===== config.mk =====
export PLATFORM = sky130hd
export DESIGN_NAME = modbus_slave
export DESIGN_NICKNAME = d
export VERILOG_FILES = /design/src/hdl/modbus_pkg.sv /design/src/hdl/modbus_slave.sv /design/src/hdl/crc16_unit.sv /design/src/hdl/tick_timer.sv
export SDC_FILE = /design/constraint.sdc
export NUM_CORES = 1
export LEC_CHECK = 0
export BUFFER_PORTS_ARGS = -buffer_cell sky130_fd_sc_hd__buf_2
export CELL_PAD_IN_SITES_DETAIL_PLACEMENT = 0
export CELL_PAD_IN_SITES_GLOBAL_PLACEMENT = 1
export CORE_MARGIN = 4
export CORE_UTILIZATION = 27
export DETAILED_ROUTE_END_ITERATION = 12
export PLACE_DENSITY_LB_ADDON = 0.1
export SLEW_MARGIN = 0
export SYNTH_ARGS = -nofsm -noshare
export SYNTH_HDL_FRONTEND = slang
export SYNTH_SLANG_ARGS = --single-unit
export TNS_END_PERCENT = 1

===== constraint.sdc =====
create_clock -name clk -period 3.01 [get_ports clk]
set_input_delay 0.301 -clock clk [delete_from_list [all_inputs] [get_ports clk]]
set_output_delay 0.301 -clock clk [all_outputs]
set_load 0.02 [all_outputs]

===== src/hdl/modbus_pkg.sv =====
// modbus_pkg: constants for the serial slave frame handler
// assumes a byte-wide uart on the same clock and an ahb-lite master for setup
package modbus_pkg;
  localparam int CLK_NS = 10;
  localparam int MS_NS = 1_000_000;
  localparam int MS_CYCLES = (MS_NS + CLK_NS - 1) / CLK_NS;
  // 3.5 characters of 11 bits at 9600 baud
  localparam int GAP_NS = 4_010_416;
  localparam int GAP_CYCLES = (GAP_NS + CLK_NS - 1) / CLK_NS;
  localparam int TIMEOUT_MS = 2000;
  localparam logic [7:0] CFG_OFS = 8'h00;
  localparam logic [7:0] STAT_OFS = 8'h04;
  localparam logic [5:0] STATION_RST = 6'h1F;
  localparam logic [5:0] STATION_MAX = 6'h20;
  localparam logic [1:0] PARITY_RST = 2'h0;
  localparam logic [1:0] PARITY_BAD = 2'h3;
  localparam logic [6:0] DELAY_RST = 7'h05;
  localparam logic [6:0] DELAY_MIN = 7'h05;
  localparam logic [6:0] DELAY_MAX = 7'h41;
  localparam int STATION_LSB = 0;
  localparam int PARITY_LSB = 8;
  localparam int TMO_EN_BIT = 12;
  localparam int RTS_CTL_BIT = 16;
  localparam int DELAY_LSB = 24;
  localparam logic [7:0] BCAST_ADDR = 8'h00;
  localparam logic [7:0] FN_READ = 8'h03;
  localparam logic [7:0] FN_LOOP = 8'h08;
  localparam logic [7:0] FN_WRITE = 8'h10;
  localparam logic [7:0] EXC_FLAG = 8'h80;
  localparam logic [7:0] EXC_NONE = 8'h00;
  localparam logic [7:0] EXC_FUNC = 8'h01;
  localparam logic [7:0] EXC_DATA = 8'h03;
  localparam logic [5:0] LEN_FIXED = 6'h08;
  localparam logic [5:0] LEN_WR_MIN = 6'h0B;
  localparam logic [5:0] LEN_MAX = 6'h29;
  localparam logic [5:0] LEN_EXC = 6'h05;
  localparam logic [5:0] LEN_MIN = 6'h04;
  localparam logic [5:0] RD_HDR = 6'h05;
  localparam logic [7:0] WR_HDR = 8'h09;
  localparam logic [15:0] QTY_MAX = 16'h0010;
  localparam logic [15:0] CRC_INIT = 16'hFFFF;
  localparam logic [15:0] CRC_POLY = 16'hA001;
  typedef enum logic [2:0] {IDLE, CHECK, EXEC, WAIT, PREP, LOAD, SEND} state_t;
endpackage


===== src/hdl/modbus_slave.sv =====
// modbus_slave: rtu slave frame handler with ahb-lite setup registers
// assumes a uart outside handing bytes in and out on clk, and a register
// store answering regRdAddr with regRdData in the same cycle
`timescale 1ns/1ps
`default_nettype none
module modbus_slave import modbus_pkg::*; #(
  parameter int GAP_LEN = GAP_CYCLES,
  parameter int MS_LEN = MS_CYCLES
) (
  input wire logic clk,
  input wire logic resetn,
  input wire logic hsel,
  input wire logic [31:0] haddr,
  input wire logic [1:0] htrans,
  input wire logic hwrite,
  input wire logic [2:0] hsize,
  input wire logic [31:0] hwdata,
  input wire logic hready,
  output logic hreadyout,
  output logic hresp,
  output logic [31:0] hrdata,
  input wire logic [7:0] rxByte,
  input wire logic rxValid,
  output logic [7:0] txByte,
  output logic txValid,
  input wire logic txReady,
  output logic rtsOut,
  output logic [1:0] parityMode,
  output logic commFault,
  output logic regWrEn,
  output logic [15:0] regWrAddr,
  output logic [15:0] regWrData,
  output logic [15:0] regRdAddr,
  input wire logic [15:0] regRdData
);
  state_t st_q, st_d;
  logic [5:0] station_q;
  logic [1:0] parity_q;
  logic tmoEn_q, rtsCtl_q;
  logic [6:0] delay_q;
  logic wrPend_q;
  logic [7:0] wrAddr_q;
  logic [31:0] hrdata_q;
  logic [15:0] frames_q;
  logic [7:0] rxBuf_q [0:40];
  logic [5:0] rxCnt_q, txLen_q, txIdx_q;
  logic ovf_q, bcast_q, rts_q, regWrEn_q;
  logic [7:0] excCode_q, txByte_q;
  logic [4:0] wIdx_q;
  logic [15:0] regWrAddr_q, regWrData_q, regRdAddr_q;

  // ahb-lite slave, zero wait states, always okay
  wire logic accept = hsel && hready && htrans[1];
  wire logic cfgWr = wrPend_q && (wrAddr_q == CFG_OFS);
  wire logic [31:0] cfgWord = ({26'h0, station_q} << STATION_LSB) | ({30'h0, parity_q} << PARITY_LSB)
    | ({31'h0, tmoEn_q} << TMO_EN_BIT) | ({31'h0, rtsCtl_q} << RTS_CTL_BIT) | ({25'h0, delay_q} << DELAY_LSB);
  wire logic [31:0] statWord = {frames_q, excCode_q, 6'h00, (st_q != IDLE), commFault};
  wire logic [31:0] rdMux = (haddr[7:0] == CFG_OFS) ? cfgWord : (haddr[7:0] == STAT_OFS) ? statWord : 32'h0000_0000;
  wire logic [5:0] newStation = hwdata[STATION_LSB +: 6];
  wire logic [1:0] newParity = hwdata[PARITY_LSB +: 2];
  wire logic [6:0] newDelay = hwdata[DELAY_LSB +: 7];

  always_ff @(posedge clk) begin
    if (!resetn) begin
      wrPend_q <= 1'b0;
      wrAddr_q <= 8'h00;
      hrdata_q <= 32'h0000_0000;
    end else begin
      wrPend_q <= accept && hwrite;
      wrAddr_q <= haddr[7:0];
      hrdata_q <= (accept && !hwrite) ? rdMux : 32'h0000_0000;
    end
  end

  // out-of-range settings are ignored rather than clipped
  always_ff @(posedge clk) begin
    if (!resetn) begin
      station_q <= STATION_RST;
      parity_q <= PARITY_RST;
      tmoEn_q <= 1'b1;
      rtsCtl_q <= 1'b1;
      delay_q <= DELAY_RST;
    end else if (cfgWr) begin
      if (newStation <= STATION_MAX) begin
        station_q <= newStation;
      end
      if (newParity != PARITY_BAD) begin
        parity_q <= newParity;
      end
      if (newDelay >= DELAY_MIN && newDelay <= DELAY_MAX) begin
        delay_q <= newDelay;
      end
      tmoEn_q <= hwdata[TMO_EN_BIT];
      rtsCtl_q <= hwdata[RTS_CTL_BIT];
    end
  end

  assign hreadyout = 1'b1;
  assign hresp = 1'b0;
  assign hrdata = hrdata_q;
  assign parityMode = parity_q;

  // frame decode
  wire logic [7:0] fn = rxBuf_q[1];
  wire logic [15:0] startAddr = {rxBuf_q[2], rxBuf_q[3]};
  wire logic [15:0] qty = {rxBuf_q[4], rxBuf_q[5]};
  wire logic [7:0] byteCnt = rxBuf_q[6];
  wire logic [15:0] crcRx, crcTx;
  wire logic isRead = fn == FN_READ;
  wire logic isLoop = fn == FN_LOOP;
  wire logic isWrite = fn == FN_WRITE;
  wire logic qtyOk = (qty != 16'h0000) && (qty <= QTY_MAX);
  wire logic lenOk = isWrite ? (rxCnt_q >= LEN_WR_MIN && {2'b00, rxCnt_q} == byteCnt + WR_HDR)
    : (rxCnt_q == LEN_FIXED);
  wire logic cntOk = !isWrite || (byteCnt == {qty[6:0], 1'b0});
  wire logic [7:0] excCode = !(isRead || isLoop || isWrite) ? EXC_FUNC
    : (!lenOk || !cntOk || (!isLoop && !qtyOk)) ? EXC_DATA : EXC_NONE;
  wire logic isBcast = rxBuf_q[0] == BCAST_ADDR;
  wire logic addrHit = isBcast || (station_q != 6'h00 && rxBuf_q[0] == {2'b00, station_q});
  // a residue of zero over data plus check bytes means the check matched
  wire logic frameOk = !ovf_q && rxCnt_q >= LEN_MIN && crcRx == 16'h0000 && addrHit;
  wire logic validFrame = (st_q == CHECK) && frameOk;
  wire logic [5:0] txLen = (excCode != EXC_NONE) ? LEN_EXC : isRead ? RD_HDR + {qty[4:0], 1'b0} : LEN_FIXED;
  wire logic gapDone, msTick, tmoDone, delayDone;
  wire logic frameEnd = (st_q == IDLE) && gapDone && (rxCnt_q != 6'h00) && !rxValid;
  wire logic lastWord = {11'h000, wIdx_q} == qty - 16'h0001;
  wire logic txDone = txValid && txReady && (txIdx_q == txLen_q - 6'h01);
  wire logic [5:0] dataIdx = txIdx_q - 6'h03;
  wire logic [5:0] wrIdx = 6'h07 + {wIdx_q, 1'b0};
  wire logic crcLoSel = txIdx_q == txLen_q - 6'h02;
  wire logic crcHiSel = txIdx_q == txLen_q - 6'h01;
  logic [7:0] byteSel;

  always_comb begin
    if (crcLoSel) begin
      byteSel = crcTx[7:0];
    end else if (crcHiSel) begin
      byteSel = crcTx[15:8];
    end else if (excCode_q != EXC_NONE) begin
      byteSel = (txIdx_q == 6'h00) ? rxBuf_q[0] : (txIdx_q == 6'h01) ? (fn | EXC_FLAG) : excCode_q;
    end else if (isRead && txIdx_q >= 6'h03) begin
      byteSel = dataIdx[0] ? regRdData[7:0] : regRdData[15:8];
    end else if (isRead && txIdx_q == 6'h02) begin
      byteSel = {qty[6:0], 1'b0};
    end else begin
      byteSel = rxBuf_q[txIdx_q[2:0]];
    end
  end

  always_comb begin
    case (st_q)
      IDLE: st_d = frameEnd ? CHECK : IDLE;
      CHECK: begin
        if (!frameOk) begin
          st_d = IDLE;
        end else if (excCode == EXC_NONE && isWrite) begin
          st_d = EXEC;
        end else begin
          st_d = isBcast ? IDLE : WAIT;
        end
      end
      EXEC: st_d = !lastWord ? EXEC : bcast_q ? IDLE : WAIT;
      WAIT: st_d = delayDone ? PREP : WAIT;
      PREP: st_d = LOAD;
      LOAD: st_d = SEND;
      SEND: st_d = !(txValid && txReady) ? SEND : txDone ? IDLE : PREP;
      default: st_d = IDLE;
    endcase
  end

  // receive: bytes taken only while idle, the link is half duplex
  always_ff @(posedge clk) begin
    if (!resetn) begin
      st_q <= IDLE;
      rxCnt_q <= 6'h00;
      ovf_q <= 1'b0;
    end else begin
      st_q <= st_d;
      if (st_q == CHECK) begin
        rxCnt_q <= 6'h00;
        ovf_q <= 1'b0;
      end else if (st_q == IDLE && rxValid) begin
        if (rxCnt_q == LEN_MAX) begin
          ovf_q <= 1'b1;
        end else begin
          rxCnt_q <= rxCnt_q + 6'h01;
        end
      end
    end
  end

  always_ff @(posedge clk) begin
    if (st_q == IDLE && rxValid && rxCnt_q != LEN_MAX) begin
      rxBuf_q[rxCnt_q] <= rxByte;
    end
  end

  always_ff @(posedge clk) begin
    if (!resetn) begin
      excCode_q <= EXC_NONE;
      bcast_q <= 1'b0;
      txLen_q <= LEN_FIXED;
      frames_q <= 16'h0000;
    end else if (validFrame) begin
      excCode_q <= excCode;
      bcast_q <= isBcast;
      txLen_q <= txLen;
      frames_q <= frames_q + 16'h0001;
    end
  end

  // write walk: one word per cycle, ascending addresses
  always_ff @(posedge clk) begin
    if (!resetn) begin
      wIdx_q <= 5'h00;
      regWrEn_q <= 1'b0;
      regWrAddr_q <= 16'h0000;
      regWrData_q <= 16'h0000;
    end else begin
      wIdx_q <= (st_q == EXEC) ? wIdx_q + 5'h01 : 5'h00;
      regWrEn_q <= st_q == EXEC;
      regWrAddr_q <= startAddr + {11'h000, wIdx_q};
      regWrData_q <= {rxBuf_q[wrIdx], rxBuf_q[wrIdx + 6'h01]};
    end
  end

  // transmit walk: prep sets the read address, load latches the byte
  always_ff @(posedge clk) begin
    if (!resetn) begin
      txIdx_q <= 6'h00;
      txByte_q <= 8'h00;
      regRdAddr_q <= 16'h0000;
      rts_q <= 1'b0;
    end else begin
      if (st_q == WAIT) begin
        txIdx_q <= 6'h00;
      end else if (st_q == SEND && txValid && txReady) begin
        txIdx_q <= txIdx_q + 6'h01;
      end
      if (st_q == PREP) begin
        regRdAddr_q <= startAddr + {11'h000, dataIdx[5:1]};
      end
      if (st_q == LOAD) begin
        txByte_q <= byteSel;
      end
      rts_q <= !rtsCtl_q || st_d == PREP || st_d == LOAD || st_d == SEND;
    end
  end

  assign txValid = st_q == SEND;
  assign txByte = txByte_q;
  assign rtsOut = rts_q;
  assign regWrEn = regWrEn_q;
  assign regWrAddr = regWrAddr_q;
  assign regWrData = regWrData_q;
  assign regRdAddr = regRdAddr_q;
  // gated so that clearing the enable drops the fault in the same cycle
  assign commFault = tmoDone && tmoEn_q;

  crc16_unit rxCrc (
    .clk(clk),
    .resetn(resetn),
    .init(st_q != IDLE),
    .en(st_q == IDLE && rxValid),
    .data(rxByte),
    .crc(crcRx)
  );

  crc16_unit txCrc (
    .clk(clk),
    .resetn(resetn),
    .init(st_q == WAIT),
    .en(txValid && txReady && !crcLoSel && !crcHiSel),
    .data(txByte_q),
    .crc(crcTx)
  );

  tick_timer #(.W(20)) gapTimer (
    .clk(clk),
    .resetn(resetn),
    .clr(rxValid),
    .en(1'b1),
    .limit(20'(GAP_LEN)),
    .done(gapDone)
  );

  // prescaler restarts at check so the reply delay is never a tick short
  tick_timer #(.W(17)) msTimer (
    .clk(clk),
    .resetn(resetn),
    .clr(msTick || st_q == CHECK),
    .en(1'b1),
    .limit(17'(MS_LEN - 1)),
    .done(msTick)
  );

  tick_timer #(.W(12)) tmoTimer (
    .clk(clk),
    .resetn(resetn),
    .clr(validFrame || !tmoEn_q),
    .en(msTick),
    .limit(12'(TIMEOUT_MS + 1)),
    .done(tmoDone)
  );

  tick_timer #(.W(7)) delayTimer (
    .clk(clk),
    .resetn(resetn),
    .clr(st_q != WAIT),
    .en(msTick),
    .limit(delay_q),
    .done(delayDone)
  );
endmodule
`default_nettype wire


===== src/hdl/crc16_unit.sv =====
// crc16_unit: byte-serial crc-16 register
// assumes bytes offered one per cycle on the same clock
`timescale 1ns/1ps
`default_nettype none
module crc16_unit import modbus_pkg::*; (
  input wire logic clk,
  input wire logic resetn,
  input wire logic init,
  input wire logic en,
  input wire logic [7:0] data,
  output logic [15:0] crc
);
  logic [15:0] crc_q;
  logic [15:0] crc_d;

  always_comb begin
    crc_d = crc_q ^ {8'h00, data};
    // reflected form: lsb of each byte first
    for (int i = 0; i < 8; i++) begin
      crc_d = crc_d[0] ? ((crc_d >> 1) ^ CRC_POLY) : (crc_d >> 1);
    end
  end

  always_ff @(posedge clk) begin
    if (!resetn || init) begin
      crc_q <= CRC_INIT;
    end else if (en) begin
      crc_q <= crc_d;
    end
  end

  assign crc = crc_q;
endmodule
`default_nettype wire


===== src/hdl/tick_timer.sv =====
// tick_timer: saturating up counter with a done level
// assumes clr and en come from logic on the same clock
`timescale 1ns/1ps
`default_nettype none
module tick_timer #(
  parameter int W = 8
) (
  input wire logic clk,
  input wire logic resetn,
  input wire logic clr,
  input wire logic en,
  input wire logic [W-1:0] limit,
  output logic done
);
  logic [W-1:0] cnt_q;

  assign done = cnt_q >= limit;

  always_ff @(posedge clk) begin
    if (!resetn || clr) begin
      cnt_q <= '0;
    end else if (en && !done) begin
      cnt_q <= cnt_q + 1'b1;
    end
  end
endmodule
`default_nettype wire


* Word level (Yosys, flattened, before mapping) *
Memory sizes are Yosys's and may differ from the RTL's. A register that Yosys moved wholly into a read port is not among the register bits.
Index checks and enable logic that the tools add are counted.
W data, S select, Z words.

word-level totals
  register bits = 240
  memory bits (writable) = 328
  output and inout bits = 96
  word-level logic and storage cells = 238
  memories kept = 1

memories
  memory   words  width  read ports  clocked after Yosys merged registers in  write ports  RTL line            RTL
  rxBuf_q  41     8      10          3                                        1            modbus_slave.sv:45  logic [7:0] rxBuf_q [0:40];

cells by class
  $add $sub $neg = 18
  $lt $le $gt $ge = 11
  equal/unequal tests = 26
  muxes and demuxes = 45
  bitwise operators = 24
  reductions and logical operators = 85

operator list
  cell                     count
  $mux W16                 16
  $mux W32                 2
  $mux W8                  8
  $not A2 Y3               16
  $add A16 B5 Y16          2
  $logic_not A8 Y1         4
  $xor A16 B8 Y16          2
  $or A17 B31 Y31          1
  $logic_and A1 B1 Y1      29
  $pmux W3 S7              1
  $add A20 B1 Y20 const B  1
  $ge A20 B19 Y1 const B   1
  $add A6 B1 Y6 const B    3
  $eq A3 B3 Y1 const B     6
  $add A17 B1 Y17 const B  1
  $ge A17 B17 Y1 const B   1
  $logic_not A1 Y1         17
  $logic_or A1 B1 Y1       17
  $or A13 B17 Y17          1
  $add A16 B1 Y16 const B  1
  $eq A5 B16 Y1            1
  $le A16 B5 Y1 const B    1
  $logic_not A16 Y1        1
  $reduce_bool A16 Y1      1
  other kinds (47)         75

* Depth between registers and ports, before layout *
An unclocked memory read counts as a cell.

  depth in word-level cells = 19
  depth in mapped cells = 13
  mapped depth without buffers = 11

* Hierarchy *
From an unflattened synthesis, not the netlist that was laid out.

unflattened totals
  cell total of the unflattened synthesis = 2,414
  area, all modules = 30,081.4 µm²

by module, submodules not included
  module                   instances  cells each  area an instance (µm²)
  modbus_slave             1          1,697       23,948.0
  crc16_unit               2          88          849.6
  tick_timer (gapTimer)    1          194         1,556.5
  tick_timer (msTimer)     1          163         1,318.8
  tick_timer (tmoTimer)    1          122         973.4
  tick_timer (delayTimer)  1          62          585.6

* Worst setup path after synthesis *
No wires, ideal clock.

  path type = register to register
  from = register wIdx_q[0]
  to = register regWrData_q[13], in the netlist regWrData[13], read port of rxBuf_q
  arrival time = 3.193 ns
  required time = 2.873 ns
  slack = -0.321 ns
  stages on the path, launching flop included = 14
  buffers on the path = 7
  clock period less this slack = 3.331 ns
  cell sequence = dfxtp_1 -> buf_4 -> buf_2 -> buf_2 -> buf_2 -> inv_1 -> ha_1 -> buf_2 -> buf_2 -> clkbuf_1 -> mux4_2 -> mux4_2 -> nor2_1 -> a211oi_1

between the ends
  word-level cells in the longest chain between the ends = 1

RTL lines
  item                      RTL line             RTL
  start: declaration        modbus_slave.sv:49   logic [4:0] wIdx_q;
  start signal: assignment  modbus_slave.sv:220  wIdx_q <= (st_q == EXEC) ? wIdx_q + 5'h01 : 5'h00;
  $add A3 B6 Y6             modbus_slave.sv:129  wire logic [5:0] wrIdx = 6'h07 + {wIdx_q, 1'b0};
  named net wrIdx[1]        modbus_slave.sv:129
  end: declaration          modbus_slave.sv:50   logic [15:0] regWrAddr_q, regWrData_q, regRdAddr_q;

The timed path passes the listed nets, and every way through them passes these cells.
A chain may end at the register's enable or synchronous reset.

* Final worst setup path *
  from = register tmoTimer.cnt_q[1]
  to = output port commFault

between the ends
  word-level cells in the longest chain between the ends = 2

RTL lines
  item                      RTL line             RTL
  start: declaration        tick_timer.sv:15     logic [W-1:0] cnt_q;
  start signal: assignment  tick_timer.sv:23     cnt_q <= cnt_q + 1'b1;
  $ge A12 B11 Y1            tick_timer.sv:17     assign done = cnt_q >= limit;
  $logic_and A1 B1 Y1       modbus_slave.sv:258  assign commFault = tmoDone && tmoEn_q;
  end: declaration          modbus_slave.sv:29   output logic commFault,

No other way between the ends.

==> results.sh <==
export IMPL_grtUsageTotal_pct=15.6
export IMPL_maximum_number_of_pins_on_one_net_before_global_route_repair=62
export IMPL_synth_enable_flop_cells=384
export IMPL_drt_iter0_drc=1080
export IMPL_crit_path_max_fanout=4
export IMPL_synth_seq_area_share_pct=59.0
export IMPL_initial_antenna_violation_count=3
export IMPL_last_weighted_congestion_value_of_the_routability_driven_placer=0.808
export IMPL_hpwlAfterDp_um=59200
export IMPL_synth_distinct_cells=93
export IMPL_wire_length_of_the_first_global_routing_pass_um=125000
export IMPL_slew_violations=0
export IMPL_synth_seq_cells=630
export IMPL_syn_avg_cell_area_um2=13.1
export IMPL_clkSinkCount=630
export IMPL_core_box_area_um2=102000
export IMPL_fp_row_count=117
export IMPL_post_drt_wl_per_cell_um=22.1
export IMPL_ioPinCount=196
export IMPL_area_delta_synth_final_pct=20.8
export IMPL_initial_core_util_pct=27.3
export IMPL_crit_reg2reg_capture="regRdAddr[14]"
export IMPL_status="complete, no violations"
export IMPL_post_synth_main_area_contributors="sky130_fd_sc_hd__edfxtp_1 (41%), sky130_fd_sc_hd__dfxtp_1 (18%), sky130_fd_sc_hd__mux4_2 (10%), sky130_fd_sc_hd__nor2_1 (3.3%), sky130_fd_sc_hd__xor2_1 (2.8%)"
export IMPL_final_layout_size_suffix_gt1_share_pct=23.4
export IMPL_timing_clock_skew_ps=31.4
export IMPL_via_per_inst=4.64
export IMPL_rr_startpoint="txIdx_q[0]"
export IMPL_holdPathStages=3
export IMPL_critical_setup_path_class="reg2out"
export IMPL_final_cells=3837
export IMPL_final_min_period_over_clock_period_pct=93.5
export IMPL_drv_max_cap_violation_count=0
export IMPL_hold_viol_final=0
export IMPL_setup_repair_after_global_routing_missed_its_margin="false"
export IMPL_design_die_area_um2=109000
export IMPL_dr_total_vias=17800
export IMPL_worst_ir_drop_on_vdd_mv=0.378
export IMPL_numnets_final=2550
export IMPL_globalRoute_totalOverflow=0
export IMPL_power_leakage_nw=11.9
export IMPL_drt_pass1_iter_count=5
export IMPL_async_reset_ff_share_pct=0
export IMPL_drtAntennaViolNets=0
export IMPL_worst_hold_startpoint="haddr[2]"
export IMPL_cts_inserted_buffers=78
export IMPL_synth_top_area_share_pct=41.3
export IMPL_maxSlewHeadroom_pct=47.1
export IMPL_cp_arrival_ps=2510
export IMPL_post_dp_cell_area_um2=30900
export IMPL_netlist_top_cells_count="sky130_fd_sc_hd__edfxtp_1 (384), sky130_fd_sc_hd__dfxtp_1 (246), sky130_fd_sc_hd__nor2_1 (244)"
export IMPL_netlist_instances=2133
export IMPL_total_length_of_routed_wires_um=84700
export IMPL_post_route_cell_area_um2=33700
export IMPL_detail_route_drc_violations=0
export IMPL_cts_root_buffer_cell="sky130_fd_sc_hd__clkbuf_16"
export IMPL_placedCellCount=3665
export IMPL_min_period_ps=2810
export IMPL_buffer_depth_of_the_longest_clock_path=3
export IMPL_synth_most_common_cell="sky130_fd_sc_hd__edfxtp_1"
export IMPL_port_buffers=143
export IMPL_timing_fmax_mhz=355
export IMPL_tritoncts="built"
export IMPL_n_antenna_cell=0
export IMPL_yosysTopAreaCell="sky130_fd_sc_hd__edfxtp_1"
export IMPL_die_width_um=329
export IMPL_timing_hold_worst_endpoint="wrAddr_q[2]"
export IMPL_cp_start_kind="flop"
export IMPL_synthFlopType="sky130_fd_sc_hd__edfxtp_1"
export IMPL_p_per_area_nw_per_um2=578
export IMPL_ys_warns=0
export IMPL_r2r_slack_ps=260
export IMPL_clk_latency_ps=660
export IMPL_worstSetupEndpointType="output port"
export IMPL_grt_pass1_vias=18300
export IMPL_min_delay_path_class="in2reg"
export IMPL_cts_max_level=3
export IMPL_fill_cells=10300
export IMPL_finalSetupViolCount=0
export IMPL_critical_path_required_ps=2710
export IMPL_slew_worst_pin_ps=793
export IMPL_chipHeight_um=329
export IMPL_syn_area_um2=27900
export IMPL_cts_reportedPaths_clkPinSlew_ps=60
export IMPL_ff2ff_path_depth=11
==> power breakdown <==
part | switching, mW | internal, mW
Sequential | 0.0950 | 9.24
Clock | 3.81 | 5.52
Combinational | 0.492 | 0.334
Total | 4.39 | 15.1
==> sequential cells by signal (all words and copies together), names as in the netlist, 5 cells and up, named ones only <==
| name | cells |
|---|---|
| txByte | 8 |
| delayTimer.cnt_q | 7 |
| delay_q | 7 |
| regRdAddr | 16 |
| regWrAddr | 16 |
| tmoTimer.cnt_q | 12 |
| regWrData | 16 |
| txIdx_q | 6 |
| wrAddr_q | 8 |
| txCrc.crc | 16 |
| wIdx_q | 5 |
| rxBuf_q | 384 |
| rxCnt_q | 6 |
| hrdata | 25 |
| gapTimer.cnt_q | 20 |
| rxCrc.crc | 16 |
| station_q | 6 |
| msTimer.cnt_q | 17 |
| txLen_q | 6 |
| frames_q | 16 |
==> how the worst max path moves through the flow <==
stage,startpoint,end,cells past startpoint
after floorplan,wIdx_q[0],regWrData[7],13
after global placement,txIdx_q[0],regRdAddr[10],11
after detailed placement,txIdx_q[0],regRdAddr[12],10
after CTS,txIdx_q[0],regRdAddr[10],11
after global routing,tmoTimer.cnt_q[1],commFault,7
final,tmoTimer.cnt_q[1],commFault,7
==> final cells by class <==
class	instances	area, um^2	area share, %
sequential	630	16500	48.8
multi-input combinational	1328	10600	31.5
timing repair buffer	316	2170	6.44
clock buffer	103	2130	6.31
tap	1368	1710	5.08
clock inverter	41	415	1.23
inverter	51	193	0.572
==> cells by family (layout without fill, tap and decap cells) <==
group                    after synthesis  in the layout  share of synthesized area (%)
other                                  2              9                         0.0269
AO/OA/AOI/OAI                        229            229                           5.55
XOR/XNOR                             172            172                           5.56
flip-flops                           630            630                           59.0
AND/OR/NAND/NOR                      666            666                           11.5
multiplexers                         207            207                           13.2
adder cells (fa/ha/maj)               45             45                           2.07
buffers and inverters                182            511                           3.11
==> worst max-delay path, cell delays in order, from the launching register on <==
cell	delay (ps)
sky130_fd_sc_hd__dfxtp_1	360
sky130_fd_sc_hd__inv_1	90
sky130_fd_sc_hd__ha_1	180
sky130_fd_sc_hd__or4b_2	610
sky130_fd_sc_hd__a21oi_1	160
sky130_fd_sc_hd__o21ai_0	120
sky130_fd_sc_hd__and2_1	200
sky130_fd_sc_hd__buf_2	160
==> placed cells by master, fill, tap and decap left out, types with 20 or more instances in the layout <==
cell type / synthesis / final
sky130_fd_sc_hd__a21oi_1: 52 / 51
sky130_fd_sc_hd__nor2_1: 244 / 244
sky130_fd_sc_hd__inv_1: 49 / 49
sky130_fd_sc_hd__dfxtp_1: 246 / 245
sky130_fd_sc_hd__mux2i_1: 76 / 76
sky130_fd_sc_hd__xor2_1: 88 / 87
sky130_fd_sc_hd__buf_4: 18 / 139
sky130_fd_sc_hd__a211oi_1: 26 / 26
sky130_fd_sc_hd__edfxtp_1: 384 / 384
sky130_fd_sc_hd__ha_1: 43 / 42
sky130_fd_sc_hd__xnor2_1: 80 / 80
sky130_fd_sc_hd__nand2_1: 153 / 153
sky130_fd_sc_hd__o21ai_0: 51 / 50
sky130_fd_sc_hd__nand3_1: 46 / 46
sky130_fd_sc_hd__buf_2: 37 / 143
sky130_fd_sc_hd__nor3_1: 38 / 38
sky130_fd_sc_hd__and3_1: 22 / 22
sky130_fd_sc_hd__and2_1: 29 / 29
sky130_fd_sc_hd__nand4_1: 30 / 30
sky130_fd_sc_hd__mux4_2: 128 / 128
sky130_fd_sc_hd__nor4_1: 21 / 20
sky130_fd_sc_hd__clkbuf_16: 0 / 79
sky130_fd_sc_hd__dlygate4sd3_1: 0 / 27
==> per-layer routing <==
layer  GRT usage (%)  up-vias  part of all wire, %
met4            5.19        6                  3.2
met1            19.9     8955                   44
met2            26.8      302                   49
met5               0        -                0.048
met3            2.62      139                  3.6
li1                -     8413                    -
==> through the flow <==
stage,setup TNS (ps),hold WS [ps],total power [mW],setup slack [ps],util [%]
global route,0,73.2,20.3,6.65,33.0
finish,0,89.6,19.5,197,33.0
CTS,0,35.9,19.9,15.5,33.0
global placement,0,424,10.3,22.4,30.2
floorplan,-332,400,9.95,-30.8,-
detailed placement,0,428,10.3,15.7,30.2
==> repair_timing <==
action	CTS	global route
setup buffers	0	1
gates resized for setup	0	2
hold buffers	27	0
setup endpoints to repair	0	5
hold endpoints to repair	27	0
Note: power is estimated with default switching activity, not from simulation.
